## src/rtl/utic_defs.svh

```systemverilog
`ifndef UTIC_DEFS_SVH
`define UTIC_DEFS_SVH
`define UTIC_MCLK_HZ 100000000
`define UTIC_AW 8
`define UTIC_CMD_OFS 8'h00
`define UTIC_CFG_OFS 8'h04
`define UTIC_ONT_OFS 8'h08
`define UTIC_OFFT_OFS 8'h0C
`define UTIC_STAT_OFS 8'h10
`define UTIC_CMD_ONOFF 0
`define UTIC_CMD_ION 1
`define UTIC_CMD_TDEC5 2
`define UTIC_CMD_BTN 3
`define UTIC_CFG_MODE_LSB 0
`define UTIC_CFG_TGL 2
`define UTIC_CFG_RST 3'h0
`define UTIC_TMR_W 11
`define UTIC_SEC_PER_MIN 60
`define UTIC_LEAD_MIN 60
`define UTIC_SAMPLE_S 30
`define UTIC_RS_MIN_S (2 * 60 + 58)
`define UTIC_RS_MAX_S (3 * 60 + 52)
`define UTIC_RS_PATTERNS 10
`define UTIC_RS_STEP_S ((`UTIC_RS_MAX_S - `UTIC_RS_MIN_S) / (`UTIC_RS_PATTERNS - 1))
`define UTIC_LFSR_RST 8'h5A
`define UTIC_ODFAN_HOLD_S 30
`define UTIC_ION_ON_S 10
`define UTIC_ION_REST_MIN 30
`define UTIC_ION_CYCLES 24
`define UTIC_BRK_S 2
`define UTIC_W1_S 5
`define UTIC_W2_S 8
`define UTIC_W3_S 11
`define UTIC_W4_S 16
`define UTIC_W5_S 21
`define UTIC_BRK_BEEPS 4
`define UTIC_BEEP_EN_RST 1'h1
`define UTIC_SENS_EN_RST 1'h1
`define UTIC_RESP_OKAY 2'h0
`define UTIC_RESP_SLVERR 2'h2
`endif

```

## src/rtl/utic_pkg.sv

```systemverilog
package utic_pkg;
   typedef enum logic [1:0] {
      UNIT_OFF = 2'h0,
      UNIT_RUN = 2'h1,
      UNIT_ION = 2'h2,
      UNIT_HSTBY = 2'h3
   } utic_unit_t;
   typedef enum logic [1:0] {
      MODE_AUTO = 2'h0,
      MODE_COOL = 2'h1,
      MODE_DRY = 2'h2,
      MODE_HEAT = 2'h3
   } utic_mode_t;
   typedef struct packed {
      logic awvalid;
      logic [7:0] awaddr;
      logic wvalid;
      logic [31:0] wdata;
      logic [3:0] wstrb;
      logic bready;
      logic arvalid;
      logic [7:0] araddr;
      logic rready;
   } utic_axi_req_t;
   typedef struct packed {
      logic awready;
      logic wready;
      logic bvalid;
      logic [1:0] bresp;
      logic arready;
      logic rvalid;
      logic [31:0] rdata;
      logic [1:0] rresp;
   } utic_axi_rsp_t;
   typedef struct packed {
      logic sampling;
      logic [1:0] mode;
      logic [1:0] code_sel;
      logic comp;
      logic offt_act;
      logic ont_act;
      logic sensor_detect_en;
      logic beep_en;
      logic code_arm;
      logic heat_stby;
      logic ionizer_breakdown_code;
      logic lockout;
      logic ion_on;
      logic ion_only;
      logic run;
   } utic_stat_t;
   typedef struct packed {
      logic indoor_fan;
      logic lowest_fan_step;
      logic outdoor_fan;
      logic comp;
      logic ionizer;
      logic vane_cool_law;
      logic led_power;
      logic led_timer;
      logic led_ion;
      logic buzzer;
      logic ionizer_breakdown_code;
      logic sensor_detect_en;
      logic [1:0] mode;
      logic [1:0] code_sel;
   } utic_plant_t;
endpackage

```

## src/rtl/utic_ctrl.sv

```systemverilog
// The implementer's own choices: the placing of the registers and the AXI4-Lite register port.
`timescale 1ns/1ps
`default_nettype none
`include "utic_defs.svh"
module utic_ctrl #(
   parameter int unsigned HALF_CYCLES = `UTIC_MCLK_HZ / 2
) (
   input wire logic mclk,
   input wire logic rst,
   input wire utic_pkg::utic_axi_req_t axi_req,
   output var utic_pkg::utic_axi_rsp_t axi_rsp,
   input wire logic auto_sw,
   input wire logic ion_fb,
   input wire logic was_running,
   input wire logic timer_was_set,
   input wire logic hot_start,
   input wire logic deicing,
   input wire logic mode_judge,
   input wire logic abnormal,
   output var utic_pkg::utic_plant_t plant
);
   localparam logic [16:0] LEAD_S = 17'(`UTIC_LEAD_MIN * `UTIC_SEC_PER_MIN);
   localparam logic [10:0] REST_S = 11'(`UTIC_ION_REST_MIN * `UTIC_SEC_PER_MIN);
   localparam logic [10:0] ON_S = 11'(`UTIC_ION_ON_S);

   // Half-second and one-second enables.
   logic [26:0] div_ff;
   logic half_ff;
   logic sec_ff;
   logic hsel_ff;
   wire div_end = (div_ff == 27'(HALF_CYCLES - 1));
   wire [26:0] nxt_div = div_end ? 27'h0 : div_ff + 27'h1;
   always_ff @(posedge mclk or posedge rst) begin
      if (rst) begin
         div_ff <= 27'h0;
         half_ff <= 1'h0;
         sec_ff <= 1'h0;
         hsel_ff <= 1'h0;
      end else begin
         div_ff <= nxt_div;
         half_ff <= div_end;
         sec_ff <= div_end & hsel_ff;
         hsel_ff <= hsel_ff ^ div_end;
      end
   end

   // AXI4-Lite slave.
   utic_pkg::utic_axi_rsp_t rsp_ff;
   logic aw_ok_ff;
   logic w_ok_ff;
   logic [`UTIC_AW-1:0] awa_ff;
   logic [31:0] wd_ff;
   logic [3:0] ws_ff;
   wire aw_take = axi_req.awvalid & rsp_ff.awready;
   wire w_take = axi_req.wvalid & rsp_ff.wready;
   wire ar_take = axi_req.arvalid & rsp_ff.arready;
   wire wr_fire = aw_ok_ff & w_ok_ff & ~rsp_ff.bvalid;
   wire nxt_aw_ok = aw_take | (aw_ok_ff & ~wr_fire);
   wire nxt_w_ok = w_take | (w_ok_ff & ~wr_fire);
   wire nxt_rvalid = ar_take | (rsp_ff.rvalid & ~axi_req.rready);
   wire hit_cmd = (awa_ff == `UTIC_CMD_OFS);
   wire hit_cfg = (awa_ff == `UTIC_CFG_OFS);
   wire hit_ont = (awa_ff == `UTIC_ONT_OFS);
   wire hit_offt = (awa_ff == `UTIC_OFFT_OFS);
   wire wr_hit = hit_cmd | hit_cfg | hit_ont | hit_offt;
   wire [31:0] wmask = {{8{ws_ff[3]}}, {8{ws_ff[2]}}, {8{ws_ff[1]}}, {8{ws_ff[0]}}};
   wire [`UTIC_AW-1:0] ra = axi_req.araddr;
   logic [2:0] cfg_ff;
   logic [`UTIC_TMR_W-1:0] ont_min_ff;
   logic [`UTIC_TMR_W-1:0] offt_min_ff;
   utic_pkg::utic_stat_t stat;
   wire rd_hit = (ra == `UTIC_CMD_OFS) | (ra == `UTIC_CFG_OFS) | (ra == `UTIC_ONT_OFS)
      | (ra == `UTIC_OFFT_OFS) | (ra == `UTIC_STAT_OFS);
   wire [31:0] rd_word = (ra == `UTIC_CFG_OFS) ? {29'h0, cfg_ff} :
      (ra == `UTIC_ONT_OFS) ? {21'h0, ont_min_ff} :
      (ra == `UTIC_OFFT_OFS) ? {21'h0, offt_min_ff} :
      (ra == `UTIC_STAT_OFS) ? {15'h0, stat} : 32'h0;
   always_ff @(posedge mclk or posedge rst) begin
      if (rst) begin
         rsp_ff <= '0;
         aw_ok_ff <= 1'h0;
         w_ok_ff <= 1'h0;
         awa_ff <= '0;
         wd_ff <= 32'h0;
         ws_ff <= 4'h0;
      end else begin
         aw_ok_ff <= nxt_aw_ok;
         w_ok_ff <= nxt_w_ok;
         if (aw_take) begin
            awa_ff <= axi_req.awaddr;
         end
         if (w_take) begin
            wd_ff <= axi_req.wdata;
            ws_ff <= axi_req.wstrb;
         end
         rsp_ff.awready <= ~nxt_aw_ok;
         rsp_ff.wready <= ~nxt_w_ok;
         rsp_ff.arready <= ~nxt_rvalid;
         rsp_ff.rvalid <= nxt_rvalid;
         if (wr_fire) begin
            rsp_ff.bvalid <= 1'h1;
            rsp_ff.bresp <= wr_hit ? `UTIC_RESP_OKAY : `UTIC_RESP_SLVERR;
         end else if (axi_req.bready) begin
            rsp_ff.bvalid <= 1'h0;
         end
         if (ar_take) begin
            rsp_ff.rdata <= rd_word;
            rsp_ff.rresp <= rd_hit ? `UTIC_RESP_OKAY : `UTIC_RESP_SLVERR;
         end
      end
   end
   assign axi_rsp = rsp_ff;

   // Remote commands and register writes.
   wire [3:0] cmd = (wr_fire & hit_cmd & ws_ff[0]) ? wd_ff[3:0] : 4'h0;
   wire c_onoff = cmd[`UTIC_CMD_ONOFF];
   wire c_ion = cmd[`UTIC_CMD_ION];
   wire c_tdec5 = cmd[`UTIC_CMD_TDEC5];
   wire any_btn = |cmd;
   wire ont_wr = wr_fire & hit_ont;
   wire offt_wr = wr_fire & hit_offt;
   wire [31:0] ont_w = ({21'h0, ont_min_ff} & ~wmask) | (wd_ff & wmask);
   wire [31:0] offt_w = ({21'h0, offt_min_ff} & ~wmask) | (wd_ff & wmask);
   wire [31:0] cfg_w = ({29'h0, cfg_ff} & ~wmask) | (wd_ff & wmask);

   // Front switch hold time, judged at release.
   logic sw_q_ff;
   logic [4:0] sw_sec_ff;
   wire sw_rel = sw_q_ff & ~auto_sw;
   wire win1 = sw_rel & (sw_sec_ff < 5'(`UTIC_W1_S));
   wire win2 = sw_rel & ~win1 & (sw_sec_ff < 5'(`UTIC_W2_S));
   wire win3 = sw_rel & (sw_sec_ff >= 5'(`UTIC_W2_S)) & (sw_sec_ff < 5'(`UTIC_W3_S));
   wire win4 = sw_rel & (sw_sec_ff >= 5'(`UTIC_W3_S)) & (sw_sec_ff < 5'(`UTIC_W4_S));
   wire win5 = sw_rel & (sw_sec_ff >= 5'(`UTIC_W4_S)) & (sw_sec_ff < 5'(`UTIC_W5_S));
   always_ff @(posedge mclk or posedge rst) begin
      if (rst) begin
         sw_q_ff <= 1'h0;
         sw_sec_ff <= 5'h0;
      end else begin
         sw_q_ff <= auto_sw;
         if (~auto_sw) begin
            sw_sec_ff <= 5'h0;
         end else if (sec_ff & (sw_sec_ff != 5'h1F)) begin
            sw_sec_ff <= sw_sec_ff + 5'h1;
         end
      end
   end

   // Delay timers and the delay-on sampling run.
   utic_pkg::utic_unit_t unit_ff;
   utic_pkg::utic_unit_t nxt_unit;
   utic_pkg::utic_mode_t mode_ff;
   utic_pkg::utic_mode_t nxt_mode;
   logic ont_act_ff;
   logic offt_act_ff;
   logic [16:0] ont_rem_ff;
   logic [16:0] offt_rem_ff;
   logic [4:0] samp_ff;
   wire ont_fire = ont_act_ff & sec_ff & (ont_rem_ff == 17'h1);
   wire offt_fire = offt_act_ff & sec_ff & (offt_rem_ff == 17'h1);
   wire samp_go = ont_act_ff & sec_ff & (ont_rem_ff == LEAD_S);
   wire samp_on = (samp_ff != 5'h0) & (unit_ff == utic_pkg::UNIT_OFF);
   always_ff @(posedge mclk or posedge rst) begin
      if (rst) begin
         cfg_ff <= `UTIC_CFG_RST;
         ont_min_ff <= '0;
         offt_min_ff <= '0;
         ont_act_ff <= 1'h0;
         offt_act_ff <= 1'h0;
         ont_rem_ff <= 17'h0;
         offt_rem_ff <= 17'h0;
         samp_ff <= 5'h0;
      end else begin
         if (wr_fire & hit_cfg) begin
            cfg_ff <= cfg_w[2:0];
         end
         if (ont_wr) begin
            ont_min_ff <= ont_w[`UTIC_TMR_W-1:0];
            ont_rem_ff <= 17'(ont_w[`UTIC_TMR_W-1:0]) * 17'(`UTIC_SEC_PER_MIN);
            ont_act_ff <= (ont_w[`UTIC_TMR_W-1:0] != '0);
         end else if (ont_fire) begin
            ont_act_ff <= 1'h0;
         end else if (ont_act_ff & sec_ff) begin
            ont_rem_ff <= ont_rem_ff - 17'h1;
         end
         if (offt_wr) begin
            offt_min_ff <= offt_w[`UTIC_TMR_W-1:0];
            offt_rem_ff <= 17'(offt_w[`UTIC_TMR_W-1:0]) * 17'(`UTIC_SEC_PER_MIN);
            offt_act_ff <= (offt_w[`UTIC_TMR_W-1:0] != '0);
         end else if (offt_fire) begin
            offt_act_ff <= 1'h0;
         end else if (offt_act_ff & sec_ff) begin
            offt_rem_ff <= offt_rem_ff - 17'h1;
         end
         if (samp_go) begin
            samp_ff <= 5'(`UTIC_SAMPLE_S);
         end else if (sec_ff & (samp_ff != 5'h0)) begin
            samp_ff <= samp_ff - 5'h1;
         end
      end
   end

   // Unit state.
   logic init_ff;
   logic brk_ff;
   logic lock_ff;
   logic ion_req_ff;
   logic code_arm_ff;
   wire restart = init_ff & was_running & ~timer_was_set;
   wire cfg_run = c_onoff | ont_fire;
   always_comb begin
      nxt_unit = unit_ff;
      nxt_mode = mode_ff;
      unique case (unit_ff)
         utic_pkg::UNIT_OFF: begin
            if (cfg_run & ~brk_ff) begin
               nxt_unit = utic_pkg::UNIT_RUN;
               nxt_mode = utic_pkg::utic_mode_t'(cfg_ff[`UTIC_CFG_MODE_LSB +: 2]);
            end else if (c_ion & ~brk_ff) begin
               nxt_unit = utic_pkg::UNIT_ION;
            end
         end
         utic_pkg::UNIT_RUN: begin
            if (c_onoff | offt_fire | brk_ff) begin
               nxt_unit = utic_pkg::UNIT_OFF;
            end
         end
         utic_pkg::UNIT_ION: begin
            if (c_onoff | c_ion | offt_fire) begin
               nxt_unit = utic_pkg::UNIT_OFF;
            end
         end
         utic_pkg::UNIT_HSTBY: begin
            if (c_onoff) begin
               nxt_unit = utic_pkg::UNIT_OFF;
            end else if (c_tdec5 & ~brk_ff) begin
               nxt_unit = utic_pkg::UNIT_RUN;
               nxt_mode = utic_pkg::MODE_HEAT;
            end
         end
      endcase
      if (win1 & (unit_ff == utic_pkg::UNIT_RUN)) begin
         nxt_unit = utic_pkg::UNIT_OFF;
      end else if (win1 & ~brk_ff) begin
         nxt_unit = utic_pkg::UNIT_RUN;
         nxt_mode = utic_pkg::MODE_AUTO;
      end else if (win2 & ~brk_ff) begin
         nxt_unit = utic_pkg::UNIT_RUN;
         nxt_mode = utic_pkg::MODE_COOL;
      end else if (win3) begin
         nxt_unit = utic_pkg::UNIT_HSTBY;
      end
      if (restart) begin
         nxt_unit = utic_pkg::UNIT_RUN;
         nxt_mode = utic_pkg::utic_mode_t'(cfg_ff[`UTIC_CFG_MODE_LSB +: 2]);
      end
   end

   // Ionizer request, lockout and error cycling.
   logic err_act_ff;
   logic err_rest_ff;
   logic [10:0] err_tmr_ff;
   logic [4:0] err_cnt_ff;
   wire enter_run = (nxt_unit == utic_pkg::UNIT_RUN) & (unit_ff != utic_pkg::UNIT_RUN);
   wire idle_nxt = (nxt_unit == utic_pkg::UNIT_OFF) | (nxt_unit == utic_pkg::UNIT_HSTBY);
   wire nxt_ion_req = (idle_nxt | enter_run) ? 1'h0 :
      (nxt_unit == utic_pkg::UNIT_ION) ? 1'h1 :
      c_ion ? ~ion_req_ff : ion_req_ff;
   wire lock_clr = (c_onoff & (unit_ff != utic_pkg::UNIT_OFF))
      | (win1 & (unit_ff == utic_pkg::UNIT_RUN));
   wire want_ion = ion_req_ff & ~lock_ff & ~brk_ff;
   wire ion_drv = want_ion & ~(err_act_ff & err_rest_ff);
   wire err_start = want_ion & ~err_act_ff & plant.ionizer & ~ion_fb;
   wire err_clr = ~want_ion | (err_act_ff & ~err_rest_ff & plant.ionizer & ion_fb);
   wire err_step = err_act_ff & sec_ff & (err_tmr_ff == 11'h1);
   wire err_done = err_step & ~err_rest_ff & (err_cnt_ff == 5'(`UTIC_ION_CYCLES - 1));
   always_ff @(posedge mclk or posedge rst) begin
      if (rst) begin
         err_act_ff <= 1'h0;
         err_rest_ff <= 1'h0;
         err_tmr_ff <= 11'h0;
         err_cnt_ff <= 5'h0;
      end else if (err_clr) begin
         err_act_ff <= 1'h0;
         err_rest_ff <= 1'h0;
         err_tmr_ff <= 11'h0;
         err_cnt_ff <= 5'h0;
      end else if (err_start) begin
         err_act_ff <= 1'h1;
         err_rest_ff <= 1'h0;
         err_tmr_ff <= ON_S;
      end else if (err_step) begin
         err_rest_ff <= ~err_rest_ff;
         err_tmr_ff <= err_rest_ff ? ON_S : REST_S;
         err_cnt_ff <= err_cnt_ff + {4'h0, ~err_rest_ff};
      end else if (err_act_ff & sec_ff) begin
         err_tmr_ff <= err_tmr_ff - 11'h1;
      end
   end

   // Breakdown detection and restart delay.
   logic [1:0] brk_cnt_ff;
   logic rs_pick_ff;
   logic [7:0] rs_ff;
   logic [7:0] lfsr_ff;
   logic [4:0] odf_ff;
   wire brk_cond = ~plant.ionizer & ion_fb;
   wire [7:0] rs_pat = lfsr_ff % 8'(`UTIC_RS_PATTERNS);
   wire [7:0] rs_dly = 8'(`UTIC_RS_MIN_S) + 8'(rs_pat * 8'(`UTIC_RS_STEP_S));
   wire lfsr_in = lfsr_ff[7] ^ lfsr_ff[5] ^ lfsr_ff[4] ^ lfsr_ff[3] ^ ion_fb ^ auto_sw;
   wire comp = (unit_ff == utic_pkg::UNIT_RUN) & (rs_ff == 8'h0) & ~rs_pick_ff & ~brk_ff;
   always_ff @(posedge mclk or posedge rst) begin
      if (rst) begin
         brk_cnt_ff <= 2'h0;
         brk_ff <= 1'h0;
         rs_pick_ff <= 1'h0;
         rs_ff <= 8'h0;
         lfsr_ff <= `UTIC_LFSR_RST;
         odf_ff <= 5'h0;
      end else begin
         lfsr_ff <= {lfsr_ff[6:0], lfsr_in};
         if (~brk_cond) begin
            brk_cnt_ff <= 2'h0;
            brk_ff <= 1'h0;
         end else if (sec_ff & ~brk_ff) begin
            if (brk_cnt_ff == 2'(`UTIC_BRK_S)) begin
               brk_ff <= 1'h1;
            end else begin
               brk_cnt_ff <= brk_cnt_ff + 2'h1;
            end
         end
         if (restart) begin
            rs_pick_ff <= 1'h1;
         end else if (rs_pick_ff & half_ff) begin
            rs_pick_ff <= 1'h0;
            rs_ff <= rs_dly;
         end else if (nxt_unit != utic_pkg::UNIT_RUN) begin
            rs_pick_ff <= 1'h0;
            rs_ff <= 8'h0;
         end else if (sec_ff & (rs_ff != 8'h0)) begin
            rs_ff <= rs_ff - 8'h1;
         end
         if (comp) begin
            odf_ff <= 5'(`UTIC_ODFAN_HOLD_S);
         end else if (sec_ff & (odf_ff != 5'h0)) begin
            odf_ff <= odf_ff - 5'h1;
         end
      end
   end

   // Settings toggled from the switch, and the buzzer.
   logic beep_en_ff;
   logic sens_en_ff;
   logic [1:0] code_ff;
   logic [2:0] beep_left_ff;
   logic beep_ph_ff;
   wire beep4 = brk_ff & any_btn;
   wire beep1 = (lock_ff & c_ion) | (beep_en_ff & any_btn);
   always_ff @(posedge mclk or posedge rst) begin
      if (rst) begin
         init_ff <= 1'h1;
         unit_ff <= utic_pkg::UNIT_OFF;
         mode_ff <= utic_pkg::MODE_AUTO;
         ion_req_ff <= 1'h0;
         lock_ff <= 1'h0;
         code_arm_ff <= 1'h0;
         code_ff <= 2'h0;
         beep_en_ff <= `UTIC_BEEP_EN_RST;
         sens_en_ff <= `UTIC_SENS_EN_RST;
      end else begin
         init_ff <= 1'h0;
         unit_ff <= nxt_unit;
         mode_ff <= nxt_mode;
         ion_req_ff <= nxt_ion_req;
         lock_ff <= err_done | (lock_ff & ~lock_clr);
         if (win4) begin
            code_arm_ff <= 1'h1;
         end else if (sw_rel | (code_arm_ff & c_tdec5)) begin
            code_arm_ff <= 1'h0;
         end
         if (code_arm_ff & c_tdec5) begin
            code_ff <= code_ff + 2'h1;
         end
         if (win5 & cfg_ff[`UTIC_CFG_TGL]) begin
            sens_en_ff <= ~sens_en_ff;
         end
         if (win5 & ~cfg_ff[`UTIC_CFG_TGL]) begin
            beep_en_ff <= ~beep_en_ff;
         end
      end
   end
   always_ff @(posedge mclk or posedge rst) begin
      if (rst) begin
         beep_left_ff <= 3'h0;
         beep_ph_ff <= 1'h0;
      end else if (beep4) begin
         beep_left_ff <= 3'(`UTIC_BRK_BEEPS);
         beep_ph_ff <= 1'h0;
      end else if (beep1) begin
         beep_left_ff <= 3'h1;
         beep_ph_ff <= 1'h0;
      end else if (half_ff & (beep_left_ff != 3'h0)) begin
         beep_ph_ff <= ~beep_ph_ff;
         beep_left_ff <= beep_left_ff - {2'h0, beep_ph_ff};
      end
   end

   // Status word and registered plant outputs.
   wire run = (unit_ff == utic_pkg::UNIT_RUN);
   wire ion_only = (unit_ff == utic_pkg::UNIT_ION);
   wire pwr_blk = hot_start | deicing | mode_judge;
   assign stat = {samp_on, mode_ff, code_ff, comp, offt_act_ff, ont_act_ff, sens_en_ff,
      beep_en_ff, code_arm_ff, unit_ff == utic_pkg::UNIT_HSTBY, brk_ff, lock_ff,
      plant.ionizer, ion_only, run};
   always_ff @(posedge mclk or posedge rst) begin
      if (rst) begin
         plant <= '0;
      end else begin
         plant.indoor_fan <= run | ion_only | samp_on;
         plant.lowest_fan_step <= samp_on;
         plant.outdoor_fan <= comp | (odf_ff != 5'h0) | samp_on;
         plant.comp <= comp;
         plant.ionizer <= ion_drv;
         plant.vane_cool_law <= ion_only;
         plant.led_power <= samp_on ? hsel_ff : (run & (~pwr_blk | hsel_ff));
         plant.led_timer <= (abnormal | brk_ff) ? hsel_ff : (ont_act_ff | offt_act_ff);
         plant.led_ion <= ion_req_ff & (~(lock_ff | brk_ff) | hsel_ff);
         plant.buzzer <= beep_ph_ff & (beep_left_ff != 3'h0);
         plant.ionizer_breakdown_code <= brk_ff;
         plant.sensor_detect_en <= sens_en_ff;
         plant.mode <= mode_ff;
         plant.code_sel <= code_ff;
      end
   end
endmodule
`default_nettype wire

```

## config.mk

```make
export PLATFORM = sky130hd
export DESIGN_NAME = utic_ctrl
export DESIGN_NICKNAME = d
export VERILOG_FILES = /design/src/rtl/utic_pkg.sv /design/src/rtl/utic_ctrl.sv
export VERILOG_INCLUDE_DIRS = /design/src /design/src/rtl
export SDC_FILE = /design/constraint.sdc
export NUM_CORES = 1
export LEC_CHECK = 0
export BUFFER_PORTS_ARGS = -buffer_cell sky130_fd_sc_hd__buf_2
export CELL_PAD_IN_SITES_DETAIL_PLACEMENT = 0
export CELL_PAD_IN_SITES_GLOBAL_PLACEMENT = 2
export CORE_AREA = 2 2 202 204
export DETAILED_ROUTE_END_ITERATION = 10
export DIE_AREA = 0 0 204 206
export GPL_TIMING_DRIVEN = 0
export PLACE_DENSITY = 0.86
export RECOVER_POWER = 100
export SKIP_LAST_GASP = 1
export SLEW_MARGIN = 20
export SYNTH_ARGS = -nofsm -noshare
export SYNTH_HDL_FRONTEND = slang
export SYNTH_SLANG_ARGS = --single-unit
```

## constraint.sdc

```tcl
create_clock -name mclk -period 8.7 [get_ports mclk]
set_clock_uncertainty 0.2 [all_clocks]
set_input_delay 2.175 -clock mclk [delete_from_list [all_inputs] [get_ports mclk]]
set_output_delay 2.175 -clock mclk [all_outputs]
set_load 0.02 [all_outputs]
```

==> results of run 1 <==
worst max-delay path by stage:
stage	depth (start not counted)	end	startpoint	slack, ps
after floorplan	1	asynchronous set/reset pin	rst	200
after CTS	16	offt_rem_ff[15]	ws_ff[0]	2680
after global routing	16	ont_rem_ff[16]	ws_ff[0]	2230
after global placement	2	div_ff[4]	rst	-2670
final	16	offt_rem_ff[15]	ws_ff[0]	2710
after detailed placement	16	offt_rem_ff[15]	ws_ff[0]	2700
state kept, by name (all words and copies together) (netlist names), 8 cells and up, named ones only:
| name | count |
|---|---|
| awa_ff | 8 |
| axi_rsp | 24 |
| div_ff | 27 |
| err_tmr_ff | 11 |
| lfsr_ff | 8 |
| offt_min_ff | 11 |
| offt_rem_ff | 17 |
| ont_min_ff | 11 |
| ont_rem_ff | 17 |
| plant | 16 |
| rs_ff | 8 |
| wd_ff | 11 |
synthesized netlist by cell type (7+ instances only):
| master | count | area [sq um] |
|---|---|---|
| nand2_1 | 173 | 649 |
| a21oi_1 | 61 | 305 |
| xnor2_1 | 69 | 604 |
| mux2_2 | 25 | 282 |
| a211oi_1 | 10 | 75.1 |
| nand2b_1 | 13 | 81.3 |
| o21a_1 | 10 | 75.1 |
| a21o_1 | 7 | 52.6 |
| nand3_1 | 37 | 185 |
| clkbuf_1 | 31 | 116 |
| a31oi_1 | 9 | 56.3 |
| o22ai_1 | 7 | 43.8 |
| nor3_1 | 34 | 170 |
| buf_4 | 17 | 128 |
| ha_1 | 80 | 1000 |
| nor2b_1 | 9 | 56.3 |
| dfrtp_1 | 217 | 5430 |
| o21bai_1 | 9 | 67.6 |
| or3_1 | 8 | 50.1 |
| and2_1 | 10 | 62.6 |
| inv_1 | 89 | 334 |
| xor2_1 | 43 | 377 |
| mux2i_1 | 32 | 320 |
| nor3b_1 | 7 | 52.6 |
| o21ai_1 | 19 | 95.1 |
| nand4_1 | 16 | 100 |
| dfstp_2 | 7 | 184 |
| o31ai_1 | 9 | 67.6 |
| and3_1 | 13 | 81.3 |
| nand3b_1 | 8 | 60.1 |
| o211ai_1 | 7 | 52.6 |
| o21ai_0 | 77 | 385 |
| nor4_1 | 13 | 81.3 |
| fa_1 | 38 | 761 |
| nor2_1 | 122 | 458 |
routing by layer:
| layer | vias up | GRT usage | wire length (um) |
|---|---|---|---|
| met5 | - | 0 | 0 |
| met2 | 165 | 0.262 | 15000 |
| met4 | 0 | 0.0362 | 673 |
| li1 | 5206 | - | - |
| met3 | 46 | 0.0219 | 1120 |
| met1 | 5188 | 0.223 | 15900 |
power by group:
group          internal (mW)  switching, mW
registers               1.24          0.201
logic                   1.55           1.96
clock network          0.770          0.468
total                   3.56           2.62
cell type report:
cell class	instances	area, sq um	share of cell area
clock buffers	35	726	0.0456
multi-input cells	1085	7610	0.478
clock inverters	15	248	0.0156
inverters	89	335	0.0211
repair buffers	84	410	0.0258
plain buffers	57	293	0.0184
well taps	532	666	0.0419
flip-flops and latches	224	5610	0.353
cell families (layout without fill, tap and decap cells):
family | Yosys count | count (layout)
XOR/XNOR | 113 | 113
adder cells (fa/ha/maj) | 118 | 118
flip-flops | 224 | 224
AO/OA/AOI/OAI | 269 | 269
other | 1 | 21
AND/OR/NAND/NOR | 506 | 506
multiplexers | 58 | 58
buffers and inverters | 146 | 280
through the flow:
| step | setup TNS (ps) | instances | hold WS (ps) | util | worst slack (ps) |
|---|---|---|---|---|---|
| 6_report | 0 | 2121 | 223 | 0.396 | 2710 |
| 5_1_grt | 0 | 2121 | 230 | 0.396 | 2230 |
| 4_1_cts | 0 | 2121 | 192 | 0.397 | 2680 |
| 3_5_place_dp | 0 | 2071 | 183 | 0.373 | 2700 |
| 3_3_place_gp | -572930 | 2069 | 180 | 0.372 | -2670 |
| 2_1_floorplan | 0 | 1455 | 170 | - | 202 |
==> flow_summary_export.csv, run 1 <==
group,metric,value,unit
yosys,yosysWarningCount,0,
die,num_rows,74,
place,dpl.hpwl,24600,um
finish,final_area,0.0159,sq mm
yosys,synthCells,1435,
drt,first_pass_iters,5,
worst_setup_path,setup.worst_path.end_class,"flop",
pwr,leakagePower,7.33,nW
timing,slew_headroom,-0.178,
yosys,synth_fa_ha_area_frac,0.128,
timing,rsz0062_at_grt,"false",
yosys,synth_area,0.0138,sq mm
cts,cts-resized-gates,0,
grt,grt_remaining_overflow,0,
drt,wl_per_cell,15.4,um
worst_setup_path,required,8940,ps
yosys,synth_compound_area_frac,0.123,
die,core_area,0.0402,sq mm
pwr,total_power,6.19,mW
drt,drt_iter0_markers,476,
grt,grt_pass1_vias,10652,
finish,final_cell_mix,"dfrtp_1 (217), nand2_1 (173), nor2_1 (122), inv_1 (88), o21ai_0 (88)",
min_path,hold_path_class,"reg -> reg",
cts,numClockSinks,224,
min_path,hold_end,"lfsr_ff[7]",
yosys,synthArstFlopShare,1.00,
die,die_h,206,um
cts,cts_tree,"done",
finish,area_delta_synth_final,15.4,%
worst_setup_path,worstReg2RegStart,"ws_ff[0]",
die,io_pins,124,
yosys,synth_seq_cells,224,
place,io_buffers,82,
drt,viasPerCell,5.00,
die,dieArea,0.0420,sq mm
timing,hold_viol,0,
yosys,synthFlopType,"dfrtp_1",
drt,routed_wl,32700,um
finish,diodes,0,
finish,finalNetCount,1753,
timing,setup_viol,0,
yosys,ys_seq_area_frac,0.407,
drt,vias,10605,
worst_setup_path,cp.buffers_inverters,3,
yosys,synth_edf_count,0,
die,die_w,204,um
cts,clkSlewWorstSetupHoldPaths,60,ps
timing,min_period,5990,ps
timing,fin_crit_sh,0.689,
grt,grt_util_all_layers,0.159,
place,post_dp_cell_area,0.0150,sq mm
die,initial_core_util,0.343,
cts,cts_root_buf,"clkbuf_16",
min_path,hp-start,"lfsr_ff[6]",
worst_setup_path,worstSetupPathType,"reg -> reg",
cts,post_cts_buffers,0,
cts,cts_max_level,1,
finish,fill_cells,4037,
finish,drive_above_1_share,0.101,
place,place_congestion,0.811,
pwr,max-vdd-ir-drop,0.273,mV
drt,drtAntennaViolNets,0,
cts,ctsLongestPathBuffers,3,
run_status,outcome,"complete, but fails checks",
worst_setup_path,worstSetupStartpointType,"flop",
worst_setup_path,cp_max_fo,10,
worst_setup_path,crit_slowest_cell,"clkbuf_1",
cts,clkLatencyLatePin,560,ps
yosys,synth_top_family_by_area,"simple AND/OR/NAND/NOR gates",
worst_setup_path,worstPathArrival,6230,ps
grt,grt_max_degree,99,
cts,hold_buffers,0,
yosys,yosysUniqueCellTypes,84,
worst_setup_path,crit_chain,"clkbuf_1, clkbuf_1, mux2i_1, inv_1, fa_1, fa_1, ha_1, a21o_1, a21oi_1, o21bai_1, a21oi_1, o21bai_1, a211o_1, a2111oi_0, nor2_1, o31a_1",
worst_setup_path,rrSetupSlack,2710,ps
worst_setup_path,slowest_delay,640,ps
worst_setup_path,crit_family,"compound AO/OA/AOI/OAI gates",
grt,antenna_found_initial,0,
run_status,violations,"max-capacitance violations, max-slew violations",
drt,drc_errors,0,
pwr,power.density,389,mW/mm^2
flow_run,drv_cap,2,
yosys,muxShareOfSynthArea,0.0445,
yosys,synth-xor-area-share,0.0724,
timing,max_freq,0.167,GHz
timing,drv_slew,40,
grt,grt_pass1_wl,54500,um
timing,worst_pin_slew,1740,ps
cts,numCtsBuffers,27,
yosys,synth-simple-area-share,0.179,
finish,final_common_cell,"dfrtp_1",
min_path,hold_path_depth,0,
worst_setup_path,r2r_end,"offt_rem_ff[15]",
worst_setup_path,reg2reg_depth,16,
yosys,synth.avg_cell_area,9.60,sq um
No activity file was read; power rests on OpenSTA's default activity.
==> run 2, diff against run 1 <==
--- a/config.mk
+++ b/config.mk
@@ -9,11 +9,11 @@
 export BUFFER_PORTS_ARGS = -buffer_cell sky130_fd_sc_hd__buf_2
 export CELL_PAD_IN_SITES_DETAIL_PLACEMENT = 0
 export CELL_PAD_IN_SITES_GLOBAL_PLACEMENT = 2
-export CORE_AREA = 2 2 202 204
+export CORE_AREA = 2 2 191 193
 export DETAILED_ROUTE_END_ITERATION = 10
-export DIE_AREA = 0 0 204 206
+export DIE_AREA = 0 0 193 195
 export GPL_TIMING_DRIVEN = 0
-export PLACE_DENSITY = 0.86
+export PLACE_DENSITY = 0.9
 export RECOVER_POWER = 100
 export SKIP_LAST_GASP = 1
 export SLEW_MARGIN = 20
==> constraint.sdc (replaced) <==
create_clock -name mclk -period 5.8 [get_ports mclk]
set_clock_uncertainty 0.2 [all_clocks]
set_input_delay 1.45 -clock mclk [delete_from_list [all_inputs] [get_ports mclk]]
set_output_delay 1.45 -clock mclk [all_outputs]
set_load 0.02 [all_outputs]
==> run 2 against run 1 <==
Against the previous run:
- the flow still finishes with violations (max-capacitance violations, max-slew violations)
- critical path depth decreased by 1
- via count fell by 0.46%
- critical endpoint unchanged
- non-clock buffer count rose by 4
- critical path type unchanged
==> flow_summary_export.csv, run 2 (synthesis gave the netlist of run 1 again) <==
group,metric,value,unit
run_status,outcome,"complete, but fails checks",
run_status,violations,"max-capacitance violations, max-slew violations",
timing,max_freq,0.188,GHz
pwr,switchingPower,3.94,mW
grt,grt_remaining_overflow,0,
timing,slew_headroom,-0.155,
drt,drc_errors,0,
worst_setup_path,cp.buffers_inverters,2,
worst_setup_path,cp_max_fo,11,
die,initial_core_util,0.389,
pwr,leakagePower,7.27,nW
worst_setup_path,cp.depth,15,
timing,setup_tns,0,ps
grt,grt_max_degree,33,
flow_run,drv_cap,5,
cts,numClockSinks,224,
min_path,hold_path_class,"reg -> reg",
grt,grt_pass1_wl,53800,um
finish,drive_above_1_share,0.102,
pwr,total_power,9.10,mW
die,num_rows,69,
drt,viasPerCell,5.14,
place,dpl.hpwl,24500,um
pwr,power.density,580,mW/mm^2
grt,grt_use_met3,0.0198,
worst_setup_path,setup.worst_path.end_class,"flop",
finish,largest_reg_flops,27,
die,io_pins,124,
timing,min_period,5310,ps
drt,drt_iter0_markers,448,
pwr,switching_share,0.433,
finish,finalNetCount,1757,
drt,wl_per_cell,15.6,um
pwr,clockPowerShare,0.180,
place,io_buffers,82,
pwr,max-vdd-ir-drop,0.322,mV
cts,cts_tree,"done",
timing,setup_viol,0,
drt,first_pass_iters,5,
pwr,internal_power,5.16,mW
drt,vias,10556,
grt,grt.busiest_layer,"met2",
timing,hold_viol,0,
timing,fin_crit_sh,0.916,
worst_setup_path,required,6030,ps
die,core_area,0.0354,sq mm
drt,drtAntennaViolNets,0,
grt,grt_pass1_vias,10555,
timing,worst_pin_slew,1730,ps
finish,final_common_cell,"dfrtp_1",
finish,area_delta_synth_final,13.9,%
worst_setup_path,crit_slowest_cell,"a2111oi_0",
timing,rsz0062_at_grt,"false",
worst_setup_path,crit_chain,"clkbuf_2, mux2i_1, inv_1, fa_1, fa_1, ha_1, a21o_1, a21oi_1, o21bai_1, a21oi_1, o21bai_1, a211o_1, a2111oi_0, nor2_1, o31a_1",
finish,top_register,"div_ff",
pwr,seq_power_share,0.240,
finish,diodes,0,
timing,drv_slew,131,
die,dieArea,0.0376,sq mm
cts,cts_max_level,1,
worst_setup_path,slowest_delay,620,ps
grt,grtUsageMet2,0.289,
drt,routed_wl,32000,um
cts,ctsLongestPathBuffers,3,
cts,hold_buffers,0,
worst_setup_path,crit_family,"compound AO/OA/AOI/OAI gates",
cts,clkSlewWorstSetupHoldPaths,60,ps
place,place_congestion,0.825,
die,die_h,195,um
worst_setup_path,worstSetupPathType,"reg -> reg",
grt,grt_util_all_layers,0.175,
cts,post_cts_buffers,0,
worst_setup_path,reg2reg_depth,15,
worst_setup_path,worstPathArrival,5540,ps
die,die_w,193,um
grt,met1_usage,0.248,
min_path,hold_path_depth,0,
cts,numCtsBuffers,27,
worst_setup_path,worstSetupStartpointType,"flop",
grt,antenna_found_initial,0,
finish,final_cell_mix,"dfrtp_1 (216), nand2_1 (173), nor2_1 (122), inv_1 (88), o21ai_0 (88)",
pwr,combPwrFrac,0.580,
cts,cts_root_buf,"clkbuf_16",
cts,clkLatencyLatePin,550,ps
==> run 2: power groups by stage <==
stage	clock network, mW	registers [mW]	logic [mW]
finish	1.64	2.18	5.28
global route	1.77	2.23	5.97
CTS	1.69	2.17	5.38
detailed placement	0	2.19	5.35
global placement	0	2.19	5.24
floorplan	0	2.13	4.32
==> run 2: worst paths after layout <==
kind                            start               to  slack, ps
max in group asynchronous         rst        div_ff[6]        910
max                          ws_ff[0]  offt_rem_ff[15]        490
max reg2reg                  ws_ff[0]  offt_rem_ff[15]        490
min in group asynchronous         rst      axi_rsp[35]        870
min                        code_ff[1]         plant[1]        220
min reg2reg                code_ff[1]         plant[1]        220
==> run 2: layer usage <==
metal | routed length [um] | vias to the layer above
li1 | - | 5206
met1 | 15200 | 5146
met2 | 15100 | 165
met3 | 1090 | 39
met4 | 667 | 0
met5 | 0 | -
==> run 2: what timing repair did <==
| action | in CTS | in global routing |
|---|---|---|
| setup endpoints to repair | 4 | 5 |
| endpoints found under the hold margin | 0 | 0 |
| pin swaps | 0 | 0 |
| resized for setup | 2 | 3 |
==> run 2: stage by stage <==
stage	std cells	hold WS [ps]	instance area, sq um	util	setup WS [ps]
2_1_floorplan	1455	170	13900	-	629
3_3_place_gp	1998	180	14800	0.419	-309
3_5_place_dp	2005	184	15000	0.424	-295
4_1_cts	2055	191	15900	0.448	37.2
5_1_grt	2054	227	15700	0.444	89.2
6_report	2054	219	15700	0.444	486
==> run 2: cell type report <==
type / count / area, sq um
plain buffers: 56 / 290
inverters: 89 / 335
flip-flops and latches: 224 / 5620
clock buffers: 40 / 764
fillers: 3435 / 19700
clock inverters: 10 / 98.8
well taps: 461 / 577
repair buffers: 89 / 403
multi-input cells: 1085 / 7610
==> run 3, diff against run 2 <==
==> constraint.sdc (replaced) <==
create_clock -name mclk -period 5.75 [get_ports mclk]
set_clock_uncertainty 0.2 [all_clocks]
set_input_delay 1.4375 -clock mclk [delete_from_list [all_inputs] [get_ports mclk]]
set_output_delay 1.4375 -clock mclk [all_outputs]
set_load 0.02 [all_outputs]
==> run 3 against run 2 <==
Against the previous run:
- largest power group unchanged
- highest routed layer unchanged
- power increased by 0.96%
- global-route usage barely moved
- critical path depth is the same
- die area is the same
- combinational power increased by 0.9%
- worst setup slack worse by 50 ps
- largest cell class unchanged
- routed wire length about the same
- fmax hardly changed
- critical endpoint unchanged
- the run still ends with max-capacitance violations, max-slew violations left
- count of clock-buffer cells in the layout did not move
- sequential share of layout area about the same
==> flow_summary_export.csv, run 3 (synthesis gave the netlist of run 1 again) <==
group,metric,value,unit
run_status,outcome,"complete, but fails checks",
run_status,violations,"max-capacitance violations, max-slew violations",
cts,post_cts_buffers,0,
timing,worst_pin_slew,1730,ps
worst_setup_path,worstReg2RegStart,"ws_ff[0]",
die,die_w,193,um
worst_setup_path,crit_slowest_cell,"a2111oi_0",
finish,drive_above_1_share,0.102,
worst_setup_path,setup.worst_path.end_class,"flop",
finish,final_area,0.0157,sq mm
worst_setup_path,r2r_end,"offt_rem_ff[15]",
worst_setup_path,required,5980,ps
die,die_h,195,um
place,dp_worst_setup_slack,-345,ps
place,io_buffers,82,
finish,top_register,"div_ff",
worst_setup_path,slowest_delay,620,ps
finish,fill_cells,3435,
cts,clkLatencyLatePin,550,ps
timing,setup_ws,436,ps
finish,diodes,0,
drt,first_pass_iters,5,
grt,grt_util_all_layers,0.175,
timing,hold_viol,0,
finish,largest_reg_flops,27,
cts,numCtsBuffers,27,
cts,cts_root_buf,"clkbuf_16",
worst_setup_path,worstSetupStartpointType,"flop",
timing,max_freq,0.188,GHz
grt,grt_remaining_overflow,0,
drt,drc_errors,0,
worst_setup_path,rrSetupSlack,440,ps
min_path,hold_path_class,"reg -> reg",
cts,numClockSinks,224,
worst_setup_path,cp_max_fo,11,
timing,drv_slew,131,
grt,grt_max_degree,33,
worst_setup_path,crit_chain,"clkbuf_2, mux2i_1, inv_1, fa_1, fa_1, ha_1, a21o_1, a21oi_1, o21bai_1, a21oi_1, o21bai_1, a211o_1, a2111oi_0, nor2_1, o31a_1",
finish,multi_input_area,0.00762,sq mm
finish,layout.cells.non_filler,2054,
finish,final_cell_mix,"dfrtp_1 (216), nand2_1 (173), nor2_1 (122), inv_1 (88), o21ai_0 (88)",
drt,drtAntennaViolNets,0,
finish,area_delta_synth_final,13.9,%
die,core_area,0.0354,sq mm
worst_setup_path,worstPathArrival,5540,ps
timing,rsz0062_at_grt,"false",
cts,cts_max_level,1,
worst_setup_path,cp-startpoint,"ws_ff[0]",
timing,setup_viol,0,
die,dieArea,0.0376,sq mm
place,post_dp_cell_area,0.0150,sq mm
die,io_pins,124,
drt,drt_iter0_markers,448,
timing,setup_tns,0,ps
finish,seq_area,0.00562,sq mm
worst_setup_path,endpoint,"offt_rem_ff[15]",
place,dpl.hpwl,24500,um
timing,hold_slack,219,ps
grt,antenna_found_initial,0,
cts,cts_tree,"done",
timing,fin_crit_sh,0.924,
worst_setup_path,reg2reg_depth,15,
finish,finalNetCount,1757,
cts,ctsLongestPathBuffers,3,
flow_run,drv_cap,5,
timing,slew_headroom,-0.151,
grt,grt_pass1_wl,53800,um
die,initial_core_util,0.389,
drt,routed_wl,32000,um
place,place_congestion,0.825,
finish,final_common_cell,"dfrtp_1",
cts,clkSlewWorstSetupHoldPaths,60,ps
grt,grt_pass1_vias,10546,
pwr,max-vdd-ir-drop,0.325,mV
drt,viasPerCell,5.14,
timing,min_period,5310,ps
drt,wl_per_cell,15.6,um
drt,vias,10551,
pwr,leakagePower,7.27,nW
place,place_inst,2005,
worst_setup_path,worstSetupPathType,"reg -> reg",
pwr,power.density,585,mW/mm^2
die,num_rows,69,
## run 3: cell counts in the layout (fill, tap and decap cells not counted)
Identical to the previous run, type by type.
## run 3: how the worst min path moves through the flow
stage / from / to / slack [ps] / cells after the start
finish: code_ff[1] / plant[1] / 220 / 0
CTS: lfsr_ff[3] / lfsr_ff[4] / 190 / 0
global placement: lfsr_ff[3] / lfsr_ff[4] / 180 / 0
floorplan: lfsr_ff[3] / lfsr_ff[4] / 170 / 0
global route: code_ff[1] / plant[1] / 230 / 0
detailed placement: lfsr_ff[3] / lfsr_ff[4] / 180 / 0
## run 3: layout make-up
cell class	instances	area share
Multi-Input combinational cell	1085	0.485
Clock inverter	10	0.00630
Buffer	56	0.0185
Clock buffer	40	0.0487
Tap cell	461	0.0367
Inverter	89	0.0214
Timing Repair Buffer	89	0.0257
Sequential cell	224	0.358
## run 3: through the flow
stage	total power [mW]	utilization
6_report	9.19	0.444
3_5_place_dp	7.61	0.424
3_3_place_gp	7.49	0.419
4_1_cts	9.32	0.448
2_1_floorplan	6.51	-
5_1_grt	10.1	0.444
## run 3: critical path, delay by kind of cell, from the launching register on
kind	cells	cell delay, ps
AOI/OAI and AO/OA	8	1990
muxes	1	460
DFF	1	550
buffers and inverters	2	560
adders and majority gates	3	1320
and+or+nand+nor	1	110
## run 3: where the power goes
group	switching [mW]	internal, mW
clock network	0.687	0.969
logic	2.97	2.36
registers	0.322	1.88
## run 3: repair_timing
| item | 4_1_cts | 5_1_grt |
|---|---|---|
| gates resized for setup | 2 | 3 |
| endpoints found under the setup margin | 4 | 3 |
| hold buffers | 0 | 0 |
## run 3: layer usage
metal,GRT usage,up-vias,routed length (um)
met5,0,-,0
met4,0.0390,0,667
met3,0.0198,39,1060
met2,0.288,161,15000
met1,0.248,5142,15300
li1,-,5209,-
